$ cat src/shared/alu_pkg.sv
// Purpose: shared types and constants of the arithmetic, logic and multiply datapath
// Assumes: one core clock, 8-bit working registers, 16-bit register pairs
// Notes: flag bit positions and register offsets are local to this block
package alu_pkg;

  localparam int DATA_W = 8;
  localparam int WORD_W = 16;
  localparam int FLAG_W = 6;
  localparam int ADDR_W = 4;

  // condition flag positions inside the flag register
  localparam int FLAG_C = 0;
  localparam int FLAG_Z = 1;
  localparam int FLAG_N = 2;
  localparam int FLAG_V = 3;
  localparam int FLAG_S = 4;
  localparam int FLAG_H = 5;

  // which flags each group of operations updates
  localparam logic [FLAG_W-1:0] FM_ARITH = 6'h2F;
  localparam logic [FLAG_W-1:0] FM_WORD = 6'h1F;
  localparam logic [FLAG_W-1:0] FM_LOGIC = 6'h0E;
  localparam logic [FLAG_W-1:0] FM_ONES = 6'h0F;
  localparam logic [FLAG_W-1:0] FM_PROD = 6'h03;
  localparam logic [FLAG_W-1:0] FM_NONE = 6'h00;
  localparam logic [FLAG_W-1:0] FLAGS_RESET = 6'h00;

  localparam logic [DATA_W-1:0] ZERO8 = 8'h00;
  localparam logic [DATA_W-1:0] ONE8 = 8'h01;
  localparam logic [DATA_W-1:0] ALL_ONES = 8'hFF;
  localparam logic [WORD_W-1:0] ZERO16 = 16'h0000;

  // register port offsets
  localparam logic [ADDR_W-1:0] ADDR_FLAGS = 4'h0;
  localparam logic [ADDR_W-1:0] ADDR_RES_LO = 4'h1;
  localparam logic [ADDR_W-1:0] ADDR_RES_HI = 4'h2;
  localparam logic [ADDR_W-1:0] ADDR_STATUS = 4'h3;

  typedef enum logic [4:0] {
    OP_NONE, OP_ADD, OP_ADD_CARRY, OP_WORD_ADD_IMMEDIATE, OP_SUBTRACT,
    OP_SUBTRACT_IMMEDIATE, OP_SUBTRACT_WITH_BORROW, OP_SUBTRACT_IMMEDIATE_WITH_BORROW,
    OP_WORD_SUBTRACT_IMMEDIATE, OP_CONJUNCTION, OP_CONJUNCTION_IMMEDIATE,
    OP_DISJUNCTION, OP_DISJUNCTION_IMMEDIATE, OP_EXCLUSIVE_DISJUNCTION,
    OP_ONES_COMPLEMENT_OP, OP_TWOS_COMPLEMENT_OP, OP_SET_BITS_OP, OP_CLEAR_BITS_OP,
    OP_INCREMENT, OP_DECREMENT, OP_ZERO_MINUS_TEST, OP_REGISTER_CLEAR_OP,
    OP_REGISTER_ALL_ONES_OP, OP_UNSIGNED_PRODUCT, OP_SIGNED_PRODUCT,
    OP_MIXED_SIGN_PRODUCT, OP_FRACTIONAL_UNSIGNED_PRODUCT,
    OP_FRACTIONAL_SIGNED_PRODUCT, OP_FRACTIONAL_MIXED_PRODUCT
  } alu_op_type;

  typedef enum logic [1:0] {
    ST_IDLE = 2'h1,
    ST_SECOND = 2'h2
  } seq_state_type;

  typedef struct packed {
    alu_op_type op;
    logic [DATA_W-1:0] dst;
    logic [DATA_W-1:0] dst_hi;
    logic [DATA_W-1:0] src;
    logic [DATA_W-1:0] imm;
  } alu_request_type;

  typedef struct packed {
    logic [WORD_W-1:0] value;
    logic wide;
    logic product_pair;
  } alu_result_type;

  typedef struct packed {
    logic [DATA_W-1:0] r;
    logic c;
    logic h;
    logic v;
  } arith_out_type;

  typedef struct packed {
    seq_state_type st;
    alu_op_type op;
    logic [WORD_W-1:0] word;
    logic [DATA_W-1:0] imm;
    alu_result_type res;
    logic res_valid;
    logic busy;
    logic [FLAG_W-1:0] flags;
    logic [DATA_W-1:0] rdata;
  } alu_state_type;

  localparam alu_state_type ALU_STATE_RESET = '{
    st: ST_IDLE, op: OP_NONE, word: ZERO16, imm: ZERO8,
    res: '{value: ZERO16, wide: 1'b0, product_pair: 1'b0},
    res_valid: 1'b0, busy: 1'b0, flags: FLAGS_RESET, rdata: ZERO8};

  typedef struct packed {
    logic [WORD_W-1:0] product;
    logic carry;
    logic zero;
  } product_state_type;

  localparam product_state_type PRODUCT_RESET = '{product: ZERO16, carry: 1'b0, zero: 1'b0};

endpackage

$ cat src/core/alu_product_unit.sv
// Purpose: registered 8x8 multiplier for integer and fractional products
// Assumes: operands presented in the cycle the request is taken
// Notes: captures every cycle; the caller reads it one cycle after taking
`timescale 1ns/100ps
`default_nettype none
module alu_product_unit
  import alu_pkg::*;
(
  // clock and reset
  input wire logic clk_i,
  input wire logic rst_n_i,
  // operands and mode
  input wire logic [DATA_W-1:0] lhs_i,
  input wire logic [DATA_W-1:0] rhs_i,
  input wire logic lhs_signed_i,
  input wire logic rhs_signed_i,
  input wire logic fractional_i,
  // registered product and flags
  output logic [WORD_W-1:0] product_o,
  output logic carry_o,
  output logic zero_o
);

  product_state_type cur, nxt;
  logic signed [DATA_W:0] lhs_ext;
  logic signed [DATA_W:0] rhs_ext;
  logic signed [2*DATA_W+1:0] full;
  logic [WORD_W-1:0] raw;

  always_comb begin
    // a ninth bit turns unsigned operands into non-negative signed ones
    lhs_ext = signed'({lhs_signed_i & lhs_i[DATA_W-1], lhs_i});
    rhs_ext = signed'({rhs_signed_i & rhs_i[DATA_W-1], rhs_i});
    full = lhs_ext * rhs_ext;
    raw = full[WORD_W-1:0];
    nxt = cur;
    nxt.product = fractional_i ? {raw[WORD_W-2:0], 1'b0} : raw;
    nxt.carry = raw[WORD_W-1];
    nxt.zero = (nxt.product == ZERO16);
  end

  always_ff @(posedge clk_i or negedge rst_n_i) begin
    if (!rst_n_i) begin
      cur <= PRODUCT_RESET;
    end else begin
      cur <= nxt;
    end
  end

  assign product_o = cur.product;
  assign carry_o = cur.carry;
  assign zero_o = cur.zero;

endmodule
`default_nettype wire

$ cat src/core/alu_arith_logic_multiply.sv
// Purpose: arithmetic, logic and multiply execution datapath of an 8-bit core
// Assumes: decoder drives a request with START_I for one cycle, same clock
// Notes: one-clock ops answer next cycle, two-clock ops two cycles later
//
// Overview of operation
// - add and add-with-carry, five flags, one clock
// - word add immediate on pair, two clocks
// - subtract register or immediate, one clock
// - subtract with borrow between registers, one clock
// - subtract immediate with borrow, one clock
// - word subtract immediate on pair, two clocks
// - conjunction register or immediate, Z N V
// - disjunctions and exclusive disjunction, Z N V
// - set bits is disjunction with mask
// - clear bits ands with inverted mask
// - test ands register with itself, flags
// - integer products into product pair, Z C
// - fractional products shifted left one bit
//
// Decided for this implementation: the strobed register port and the placing of the registers.
`timescale 1ns/100ps
`default_nettype none
module alu_arith_logic_multiply
  import alu_pkg::*;
(
  // clock and reset
  input wire logic MCLK_I,
  input wire logic RST_N_I,
  // request from the decoder
  input wire logic START_I,
  input wire alu_request_type REQ_I,
  // result to the register file
  output logic RES_VALID_O,
  output alu_result_type RES_O,
  output logic BUSY_O,
  output logic [FLAG_W-1:0] FLAGS_O,
  // register port
  input wire logic [ADDR_W-1:0] REG_ADDR_I,
  input wire logic [DATA_W-1:0] REG_WDATA_I,
  input wire logic REG_WR_I,
  input wire logic REG_RD_I,
  output logic [DATA_W-1:0] REG_RDATA_O
);

  alu_state_type cur, nxt;
  arith_out_type ao;
  logic [FLAG_W-1:0] fmask;
  logic [FLAG_W-1:0] fcalc;
  logic [WORD_W:0] wsum;
  logic [WORD_W-1:0] wres;
  logic legal;
  logic carry_in;
  logic prod_lhs_signed;
  logic prod_rhs_signed;
  logic prod_fractional;
  logic [WORD_W-1:0] prod_value;
  logic prod_carry;
  logic prod_zero;

  function automatic arith_out_type add8(input logic [DATA_W-1:0] a,
                                         input logic [DATA_W-1:0] b, input logic cin);
    arith_out_type o;
    logic [DATA_W:0] s;
    logic [4:0] ls;
    s = {1'b0, a} + {1'b0, b} + {ZERO8, cin};
    ls = {1'b0, a[3:0]} + {1'b0, b[3:0]} + {4'h0, cin};
    o.r = s[DATA_W-1:0];
    o.c = s[DATA_W];
    o.h = ls[4];
    o.v = (a[DATA_W-1] == b[DATA_W-1]) && (o.r[DATA_W-1] != a[DATA_W-1]);
    return o;
  endfunction

  // borrow out of bit 7 and bit 3 lands in c and h
  function automatic arith_out_type sub8(input logic [DATA_W-1:0] a,
                                         input logic [DATA_W-1:0] b, input logic bin);
    arith_out_type o;
    logic [DATA_W:0] s;
    logic [4:0] ls;
    s = {1'b0, a} - {1'b0, b} - {ZERO8, bin};
    ls = {1'b0, a[3:0]} - {1'b0, b[3:0]} - {4'h0, bin};
    o.r = s[DATA_W-1:0];
    o.c = s[DATA_W];
    o.h = ls[4];
    o.v = (a[DATA_W-1] != b[DATA_W-1]) && (o.r[DATA_W-1] != a[DATA_W-1]);
    return o;
  endfunction

  function automatic logic is_two_clock(input alu_op_type op);
    return op inside {OP_WORD_ADD_IMMEDIATE, OP_WORD_SUBTRACT_IMMEDIATE,
                      OP_UNSIGNED_PRODUCT, OP_SIGNED_PRODUCT, OP_MIXED_SIGN_PRODUCT,
                      OP_FRACTIONAL_UNSIGNED_PRODUCT, OP_FRACTIONAL_SIGNED_PRODUCT,
                      OP_FRACTIONAL_MIXED_PRODUCT};
  endfunction

  assign carry_in = cur.flags[FLAG_C];
  assign prod_lhs_signed = REQ_I.op inside {OP_SIGNED_PRODUCT, OP_MIXED_SIGN_PRODUCT,
                                            OP_FRACTIONAL_SIGNED_PRODUCT,
                                            OP_FRACTIONAL_MIXED_PRODUCT};
  assign prod_rhs_signed = REQ_I.op inside {OP_SIGNED_PRODUCT, OP_FRACTIONAL_SIGNED_PRODUCT};
  assign prod_fractional = REQ_I.op inside {OP_FRACTIONAL_UNSIGNED_PRODUCT,
                                            OP_FRACTIONAL_SIGNED_PRODUCT,
                                            OP_FRACTIONAL_MIXED_PRODUCT};

  // the multiplier captures every cycle; only the taken request's product is used
  alu_product_unit u_product (
    .clk_i(MCLK_I),
    .rst_n_i(RST_N_I),
    .lhs_i(REQ_I.dst),
    .rhs_i(REQ_I.src),
    .lhs_signed_i(prod_lhs_signed),
    .rhs_signed_i(prod_rhs_signed),
    .fractional_i(prod_fractional),
    .product_o(prod_value),
    .carry_o(prod_carry),
    .zero_o(prod_zero)
  );

  always_comb begin
    nxt = cur;
    nxt.res_valid = 1'b0;
    ao = '{r: REQ_I.dst, c: 1'b0, h: 1'b0, v: 1'b0};
    fmask = FM_NONE;
    fcalc = FLAGS_RESET;
    wsum = '0;
    wres = ZERO16;
    legal = 1'b1;
    if (REG_WR_I && (REG_ADDR_I == ADDR_FLAGS)) begin
      nxt.flags = REG_WDATA_I[FLAG_W-1:0];
    end
    nxt.rdata = ZERO8;
    if (REG_RD_I) begin
      case (REG_ADDR_I)
        ADDR_FLAGS: nxt.rdata = {2'h0, cur.flags};
        ADDR_RES_LO: nxt.rdata = cur.res.value[DATA_W-1:0];
        ADDR_RES_HI: nxt.rdata = cur.res.value[WORD_W-1:DATA_W];
        ADDR_STATUS: nxt.rdata = {7'h00, cur.busy};
        default: nxt.rdata = ZERO8;
      endcase
    end
    unique case (cur.st)
      ST_IDLE: begin
        if (START_I && is_two_clock(REQ_I.op)) begin
          nxt.st = ST_SECOND;
          nxt.busy = 1'b1;
          nxt.op = REQ_I.op;
          nxt.word = {REQ_I.dst_hi, REQ_I.dst};
          nxt.imm = REQ_I.imm;
        end else if (START_I) begin
          case (REQ_I.op)
            OP_ADD: begin
              ao = add8(REQ_I.dst, REQ_I.src, 1'b0);
              fmask = FM_ARITH;
            end
            OP_ADD_CARRY: begin
              ao = add8(REQ_I.dst, REQ_I.src, carry_in);
              fmask = FM_ARITH;
            end
            OP_SUBTRACT: begin
              ao = sub8(REQ_I.dst, REQ_I.src, 1'b0);
              fmask = FM_ARITH;
            end
            OP_SUBTRACT_IMMEDIATE: begin
              ao = sub8(REQ_I.dst, REQ_I.imm, 1'b0);
              fmask = FM_ARITH;
            end
            OP_SUBTRACT_WITH_BORROW: begin
              ao = sub8(REQ_I.dst, REQ_I.src, carry_in);
              fmask = FM_ARITH;
            end
            OP_SUBTRACT_IMMEDIATE_WITH_BORROW: begin
              ao = sub8(REQ_I.dst, REQ_I.imm, carry_in);
              fmask = FM_ARITH;
            end
            OP_CONJUNCTION: begin
              ao.r = REQ_I.dst & REQ_I.src;
              fmask = FM_LOGIC;
            end
            OP_CONJUNCTION_IMMEDIATE: begin
              ao.r = REQ_I.dst & REQ_I.imm;
              fmask = FM_LOGIC;
            end
            OP_DISJUNCTION: begin
              ao.r = REQ_I.dst | REQ_I.src;
              fmask = FM_LOGIC;
            end
            OP_DISJUNCTION_IMMEDIATE, OP_SET_BITS_OP: begin
              ao.r = REQ_I.dst | REQ_I.imm;
              fmask = FM_LOGIC;
            end
            OP_EXCLUSIVE_DISJUNCTION: begin
              ao.r = REQ_I.dst ^ REQ_I.src;
              fmask = FM_LOGIC;
            end
            OP_CLEAR_BITS_OP: begin
              ao.r = REQ_I.dst & (ALL_ONES - REQ_I.imm);
              fmask = FM_LOGIC;
            end
            OP_ZERO_MINUS_TEST: begin
              ao.r = REQ_I.dst & REQ_I.dst;
              fmask = FM_LOGIC;
            end
            OP_ONES_COMPLEMENT_OP: begin
              ao.r = ALL_ONES - REQ_I.dst;
              ao.c = 1'b1;
              fmask = FM_ONES;
            end
            OP_TWOS_COMPLEMENT_OP: begin
              ao = sub8(ZERO8, REQ_I.dst, 1'b0);
              fmask = FM_ARITH;
            end
            OP_INCREMENT: begin
              ao = add8(REQ_I.dst, ONE8, 1'b0);
              fmask = FM_LOGIC;
            end
            OP_DECREMENT: begin
              ao = sub8(REQ_I.dst, ONE8, 1'b0);
              fmask = FM_LOGIC;
            end
            OP_REGISTER_CLEAR_OP: begin
              ao.r = REQ_I.dst ^ REQ_I.dst;
              fmask = FM_LOGIC;
            end
            OP_REGISTER_ALL_ONES_OP: begin
              ao.r = ALL_ONES;
              fmask = FM_NONE;
            end
            default: begin
              legal = 1'b0;
            end
          endcase
          fcalc[FLAG_C] = ao.c;
          fcalc[FLAG_Z] = (ao.r == ZERO8);
          fcalc[FLAG_N] = ao.r[DATA_W-1];
          fcalc[FLAG_V] = ao.v;
          fcalc[FLAG_S] = ao.r[DATA_W-1] ^ ao.v;
          fcalc[FLAG_H] = ao.h;
          // unknown codes are dropped silently, no answer and no flag change
          if (legal) begin
            nxt.res = '{value: {ZERO8, ao.r}, wide: 1'b0, product_pair: 1'b0};
            nxt.res_valid = 1'b1;
          end else begin
            fmask = FM_NONE;
          end
        end
      end
      ST_SECOND: begin
        nxt.st = ST_IDLE;
        nxt.busy = 1'b0;
        nxt.res_valid = 1'b1;
        if (cur.op == OP_WORD_ADD_IMMEDIATE || cur.op == OP_WORD_SUBTRACT_IMMEDIATE) begin
          if (cur.op == OP_WORD_ADD_IMMEDIATE) begin
            wsum = {1'b0, cur.word} + {9'h000, cur.imm};
            wres = wsum[WORD_W-1:0];
            fcalc[FLAG_V] = !cur.word[WORD_W-1] && wres[WORD_W-1];
            fcalc[FLAG_C] = !wres[WORD_W-1] && cur.word[WORD_W-1];
          end else begin
            wsum = {1'b0, cur.word} - {9'h000, cur.imm};
            wres = wsum[WORD_W-1:0];
            fcalc[FLAG_V] = cur.word[WORD_W-1] && !wres[WORD_W-1];
            fcalc[FLAG_C] = wres[WORD_W-1] && !cur.word[WORD_W-1];
          end
          fcalc[FLAG_N] = wres[WORD_W-1];
          fcalc[FLAG_Z] = (wres == ZERO16);
          fcalc[FLAG_S] = fcalc[FLAG_N] ^ fcalc[FLAG_V];
          fmask = FM_WORD;
          nxt.res = '{value: wres, wide: 1'b1, product_pair: 1'b0};
        end else begin
          fcalc[FLAG_C] = prod_carry;
          fcalc[FLAG_Z] = prod_zero;
          fmask = FM_PROD;
          nxt.res = '{value: prod_value, wide: 1'b1, product_pair: 1'b1};
        end
      end
    endcase
    // an op's flag update wins over a software write in the same cycle
    nxt.flags = (nxt.flags & ~fmask) | (fcalc & fmask);
  end

  always_ff @(posedge MCLK_I or negedge RST_N_I) begin
    if (!RST_N_I) begin
      cur <= ALU_STATE_RESET;
    end else begin
      cur <= nxt;
    end
  end

  assign RES_VALID_O = cur.res_valid;
  assign RES_O = cur.res;
  assign BUSY_O = cur.busy;
  assign FLAGS_O = cur.flags;
  assign REG_RDATA_O = cur.rdata;

  // checking logic
  logic take;
  logic [DATA_W-1:0] pd;
  logic [DATA_W-1:0] ps;
  logic [DATA_W-1:0] pk;
  logic [WORD_W-1:0] pw;
  assign take = START_I && (cur.st == ST_IDLE);
  assign pd = REQ_I.dst;
  assign ps = REQ_I.src;
  assign pk = REQ_I.imm;
  assign pw = {REQ_I.dst_hi, REQ_I.dst};
endmodule
`default_nettype wire

$ cat config.mk
export PLATFORM = sky130hd
export DESIGN_NAME = alu_arith_logic_multiply
export DESIGN_NICKNAME = d
export VERILOG_FILES = /design/src/shared/alu_pkg.sv /design/src/core/alu_product_unit.sv /design/src/core/alu_arith_logic_multiply.sv
export SDC_FILE = /design/constraint.sdc
export NUM_CORES = 1
export LEC_CHECK = 0
export BUFFER_PORTS_ARGS = -buffer_cell sky130_fd_sc_hd__buf_2
export CAP_MARGIN = 20
export CORE_ASPECT_RATIO = 0.75
export CORE_MARGIN = 1.5
export CORE_UTILIZATION = 57
export CTS_CLUSTER_SIZE = 30
export DETAILED_ROUTE_END_ITERATION = 8
export MAX_ROUTING_LAYER = met4
export PLACE_DENSITY_LB_ADDON = 0.3
export SLEW_MARGIN = 20
export SYNTH_ARGS = -nofsm -noshare
export SYNTH_HDL_FRONTEND = slang
export SYNTH_SLANG_ARGS = --single-unit
$ cat constraint.sdc
create_clock -name MCLK_I -period 3.55 [get_ports MCLK_I]
set_clock_uncertainty 0.2 [all_clocks]
set_input_delay 0.71 -clock MCLK_I [delete_from_list [all_inputs] [get_ports MCLK_I]]
set_output_delay 0.71 -clock MCLK_I [all_outputs]
set_load 0.02 [all_outputs]
==> flow_summary.yaml <==
worst_setup_path:
  cp_data_required_time_ns: 3.59
  worstSetupPathType: "input port to flop"
  setup.worst_path.start: "REQ_I[33]"
  timing.reg2reg.worst_path_depth: 17
  worstPathArrival_ns: 5.93
  timing.rr.start: "cur[35]$_DFFE_PN0P_"
  critical_path_startpoint_category: "input port"
  setup.worst_path.end_class: "flop"
  critical_path_peak_fanout: 3
die:
  core_um2: 20100
  die_width_um: 168
  num_rows: 45
  dieHeight_um: 127
  floorplan.initialDensity_pct: 57.8
  floorplan.io_pins: 88
  floorplan.die_area_um2: 21300
timing:
  post-route-min-period_ns: 5.90
  layout_worst_path_cycle_share_pct: 166
  slew_headroom_pct: 48.1
  grt_setup_unrepaired: "true"
  final-setup-viol-count: 22
  hold_viol_final: 0
  worst_slew_pin_slew_ns: 0.778
  highest_clock_rate_mhz: 170
  postLayoutSetupSlackWorst_ns: -2.35
  finalMaxSlewViolations: 0
routing:
  first_pass_iteration_count_of_the_detailed_router: 9
  drt_drc_violations_left: 0
  detail-route-antenna-nets: 0
  detail_route.wl_per_cell_um: 23.3
  initialDrtViolationCount: 1943
  avgViaCountPerCell: 6.36
  drt_wl_total_mm: 48.5
  routed-via-count: 13300
yosys:
  synth_compound_area_share_pct: 19.9
  synthArstFlopShare_pct: 100
  synth_area_um2: 11600
  yosys.area_share.adder_pct: 21.4
  yosys.area_share.simple_pct: 22.1
  synth_top_family_by_area: "simple AND/OR/NAND/NOR gates"
  post_synthesis_instance_total: 1464
  synth_cell_type_count: 92
  yosys-mux-area-fraction_pct: 4.59
  postSynthNetCount: 1676
  ys_warn_count: 0
  synth_xor_xnor_area_share_pct: 5.05
  synth_flop_cell: "dfrtp_1"
  synth-seq-cells: 83
  synth_edf_count: 0
  synthesis.area_per_instance_um2: 7.94
  synth_sequential_area_ratio_pct: 17.9
clock_network:
  clk_transition_reported_paths_ns: 0.07
  clock-root-buffer: "clkbuf_16"
  holdBufCountCts: 0
  clock_tree.buffer_depth: 2
  htree_levels: 3
  cts_num_sinks: 83
  worstSkewPairLatency_ns: 0.34
  number_of_buffers_created_by_cts: 9
  tritoncts_clock_tree: "built"
final_layout:
  area.growth.synth_to_final_pct: 39.5
  design.final.nets: 2034
  drive_gt1_share_pct: 35.8
  postLayoutCoreUtil_pct: 80.7
placement:
  hpwlAfterDp_mm: 36.3
  globalplace.congestion: 1.14
  placement.io_buffers: 85
  dpl_worst_slack_ns: -2.66
global_routing:
  first_global_vias: 13000
  grt_antenna_before_repair: 0
  grt_remaining_overflow: 0
  largest_net_degree_at_the_start_of_global_routing: 45
  grt.total_usage_pct: 46.2
  global_route_wire_length_before_repair_mm: 72.5
power:
  power_per_cell_area_nw_per_um2: 567
  p_leak_uw: 0.00767
  vdd_drop_max_mv: 0.567
run_status:
  violated_checks: "negative setup slack"
  run_status: "finished with violations"
worst_hold_path:
  min_path_type: "input port to async pin"
job:
  cap_viol_max_count: 0
-- synth_stat cells, types with 13 or more instances --
cell type  number  area [um^2]
nand2_1       157          589
inv_1         132          495
nor2_1        128          480
ha_1           90         1130
a21oi_1        88          440
o21ai_0        86          430
dfrtp_1        82         2050
fa_1           68         1360
clkbuf_1       58          218
xnor2_1        43          377
buf_4          33          248
mux2i_1        32          320
and2_1         30          188
nor2b_1        24          150
xor2_1         24          210
nor3_1         23          115
a211oi_1       21          158
nand2b_1       21          131
nand3_1        19         95.1
o22ai_1        16          100
mux2_2         13          146
nor4_1         13         81.3
-- registers in the layout (all words and copies together) (netlist names), named ones only --
register	cells
u_product.product_o	16
u_product.carry_o	1
RES_O	18
u_product.zero_o	1
BUSY_O	1
cur	31
RES_VALID_O	1
REG_RDATA_O	8
-- per-stage QoR --
stage               power (uW)  cell area (um^2)  std cells  TNS, ns  hold slack [ns]
finish                    9200             16200       2086   -24.46            0.161
global route              9710             16200       2085   -26.33            0.203
CTS                       8620             15800       2067   -21.77            0.181
detailed placement        7210             14700       2037   -34.59            0.287
global placement          7060             14700       2037   -33.90            0.260
floorplan                 4780             12100       1464   -24.77            0.214
-- power breakdown --
group          total [uW]  switching, uW  internal, uW
Sequential           1510            251          1260
Combinational        6720           3640          3070
Clock                 973            401           572
Total                9200           4300          4910
-- metal layers --
layer  wire [um]  global-route usage (%)  vias to the layer above
li1            -                       -                     5768
met1       18800                    58.8                     6349
met2       20400                    67.9                      933
met3        6580                    15.0                      225
met4        2650                    18.9                        0
met5           0                       -                        -
-- worst max-delay path, stage by stage --
cell,delay (ns)
buf_2,0.12
buf_4,0.12
nor2b_1,0.39
buf_4,0.21
nor3_2,0.05
buf_4,0.15
nand2_1,0.10
fa_1,0.45
fa_1,0.52
inv_1,0.06
fa_1,0.49
fa_1,0.55
inv_1,0.07
fa_1,0.49
inv_2,0.05
ha_4,0.25
a21oi_4,0.14
o21bai_1,0.09
a21oi_2,0.17
o21ai_2,0.09
a31oi_2,0.19
xnor2_1,0.18
nand2_1,0.11
and3_1,0.20
-- kinds of logic after synthesis --
group / Yosys count
buffers and inverters: 244
flip-flops: 83
XOR/XNOR: 67
adder cells (fa/ha/maj): 158
AND/OR/NAND/NOR: 512
AO/OA/AOI/OAI: 349
multiplexers: 51
-- cells in the final DEF (no fill, tap or decap), types with 8 or more instances in the layout --
cell	instances
mux2_2	13
nor2_1	126
o21ai_1	8
nand4_1	10
nand3b_1	9
clkbuf_16	10
inv_2	13
nor4_1	12
o21ai_0	73
inv_1	118
and2_1	30
buf_4	343
o211ai_1	11
buf_2	70
a21o_1	10
xnor2_1	33
xor2_1	17
ha_4	18
buf_6	28
ha_1	69
a211oi_2	8
nand2_1	152
mux2i_1	31
nor3b_1	8
or3_1	8
nand3_1	17
o21ai_2	8
nor2b_1	20
nand2b_1	18
and3_1	10
a21oi_1	75
a21oi_2	10
nor3_1	19
o22ai_1	15
a211oi_1	12
a22oi_1	8
dfrtp_1	82
fa_1	61
-- final timing paths --
path                                               to  slack [ns]
max in group asynchronous        RES_O[6]$_DFFE_PN0P_        2.28
min                               cur[61]$_DFFE_PN0P_        0.16
max reg2reg                                      flop       -0.02
max                        u_product.zero_o$_DFF_PN0_       -2.35
min in group MCLK_I              RES_O[1]$_DFFE_PN0P_        0.30
min reg2reg                      RES_O[1]$_DFFE_PN0P_        0.30
-- area by class of cell --
type / count / area [um^2]
Inverter: 135 / 524
Fill cell: 1276 / 3880
Sequential cell: 83 / 2080
Clock inverter: 6 / 72.6
Timing Repair Buffer: 456 / 3500
Multi-Input combinational cell: 1137 / 9470
Clock buffer: 10 / 239
Tap cell: 258 / 323
Antenna cell: 1 / 2.50
-- timing repair --
| item | in CTS | in global routing |
|---|---|---|
| setup endpoints to repair | 24 | 23 |
| pin swaps | 58 | 44 |
| setup buffers | 14 | 18 |
| cloned | 0 | 1 |
| gates resized for setup | 152 | 61 |
Note: power is estimated with default switching activity, not from simulation.
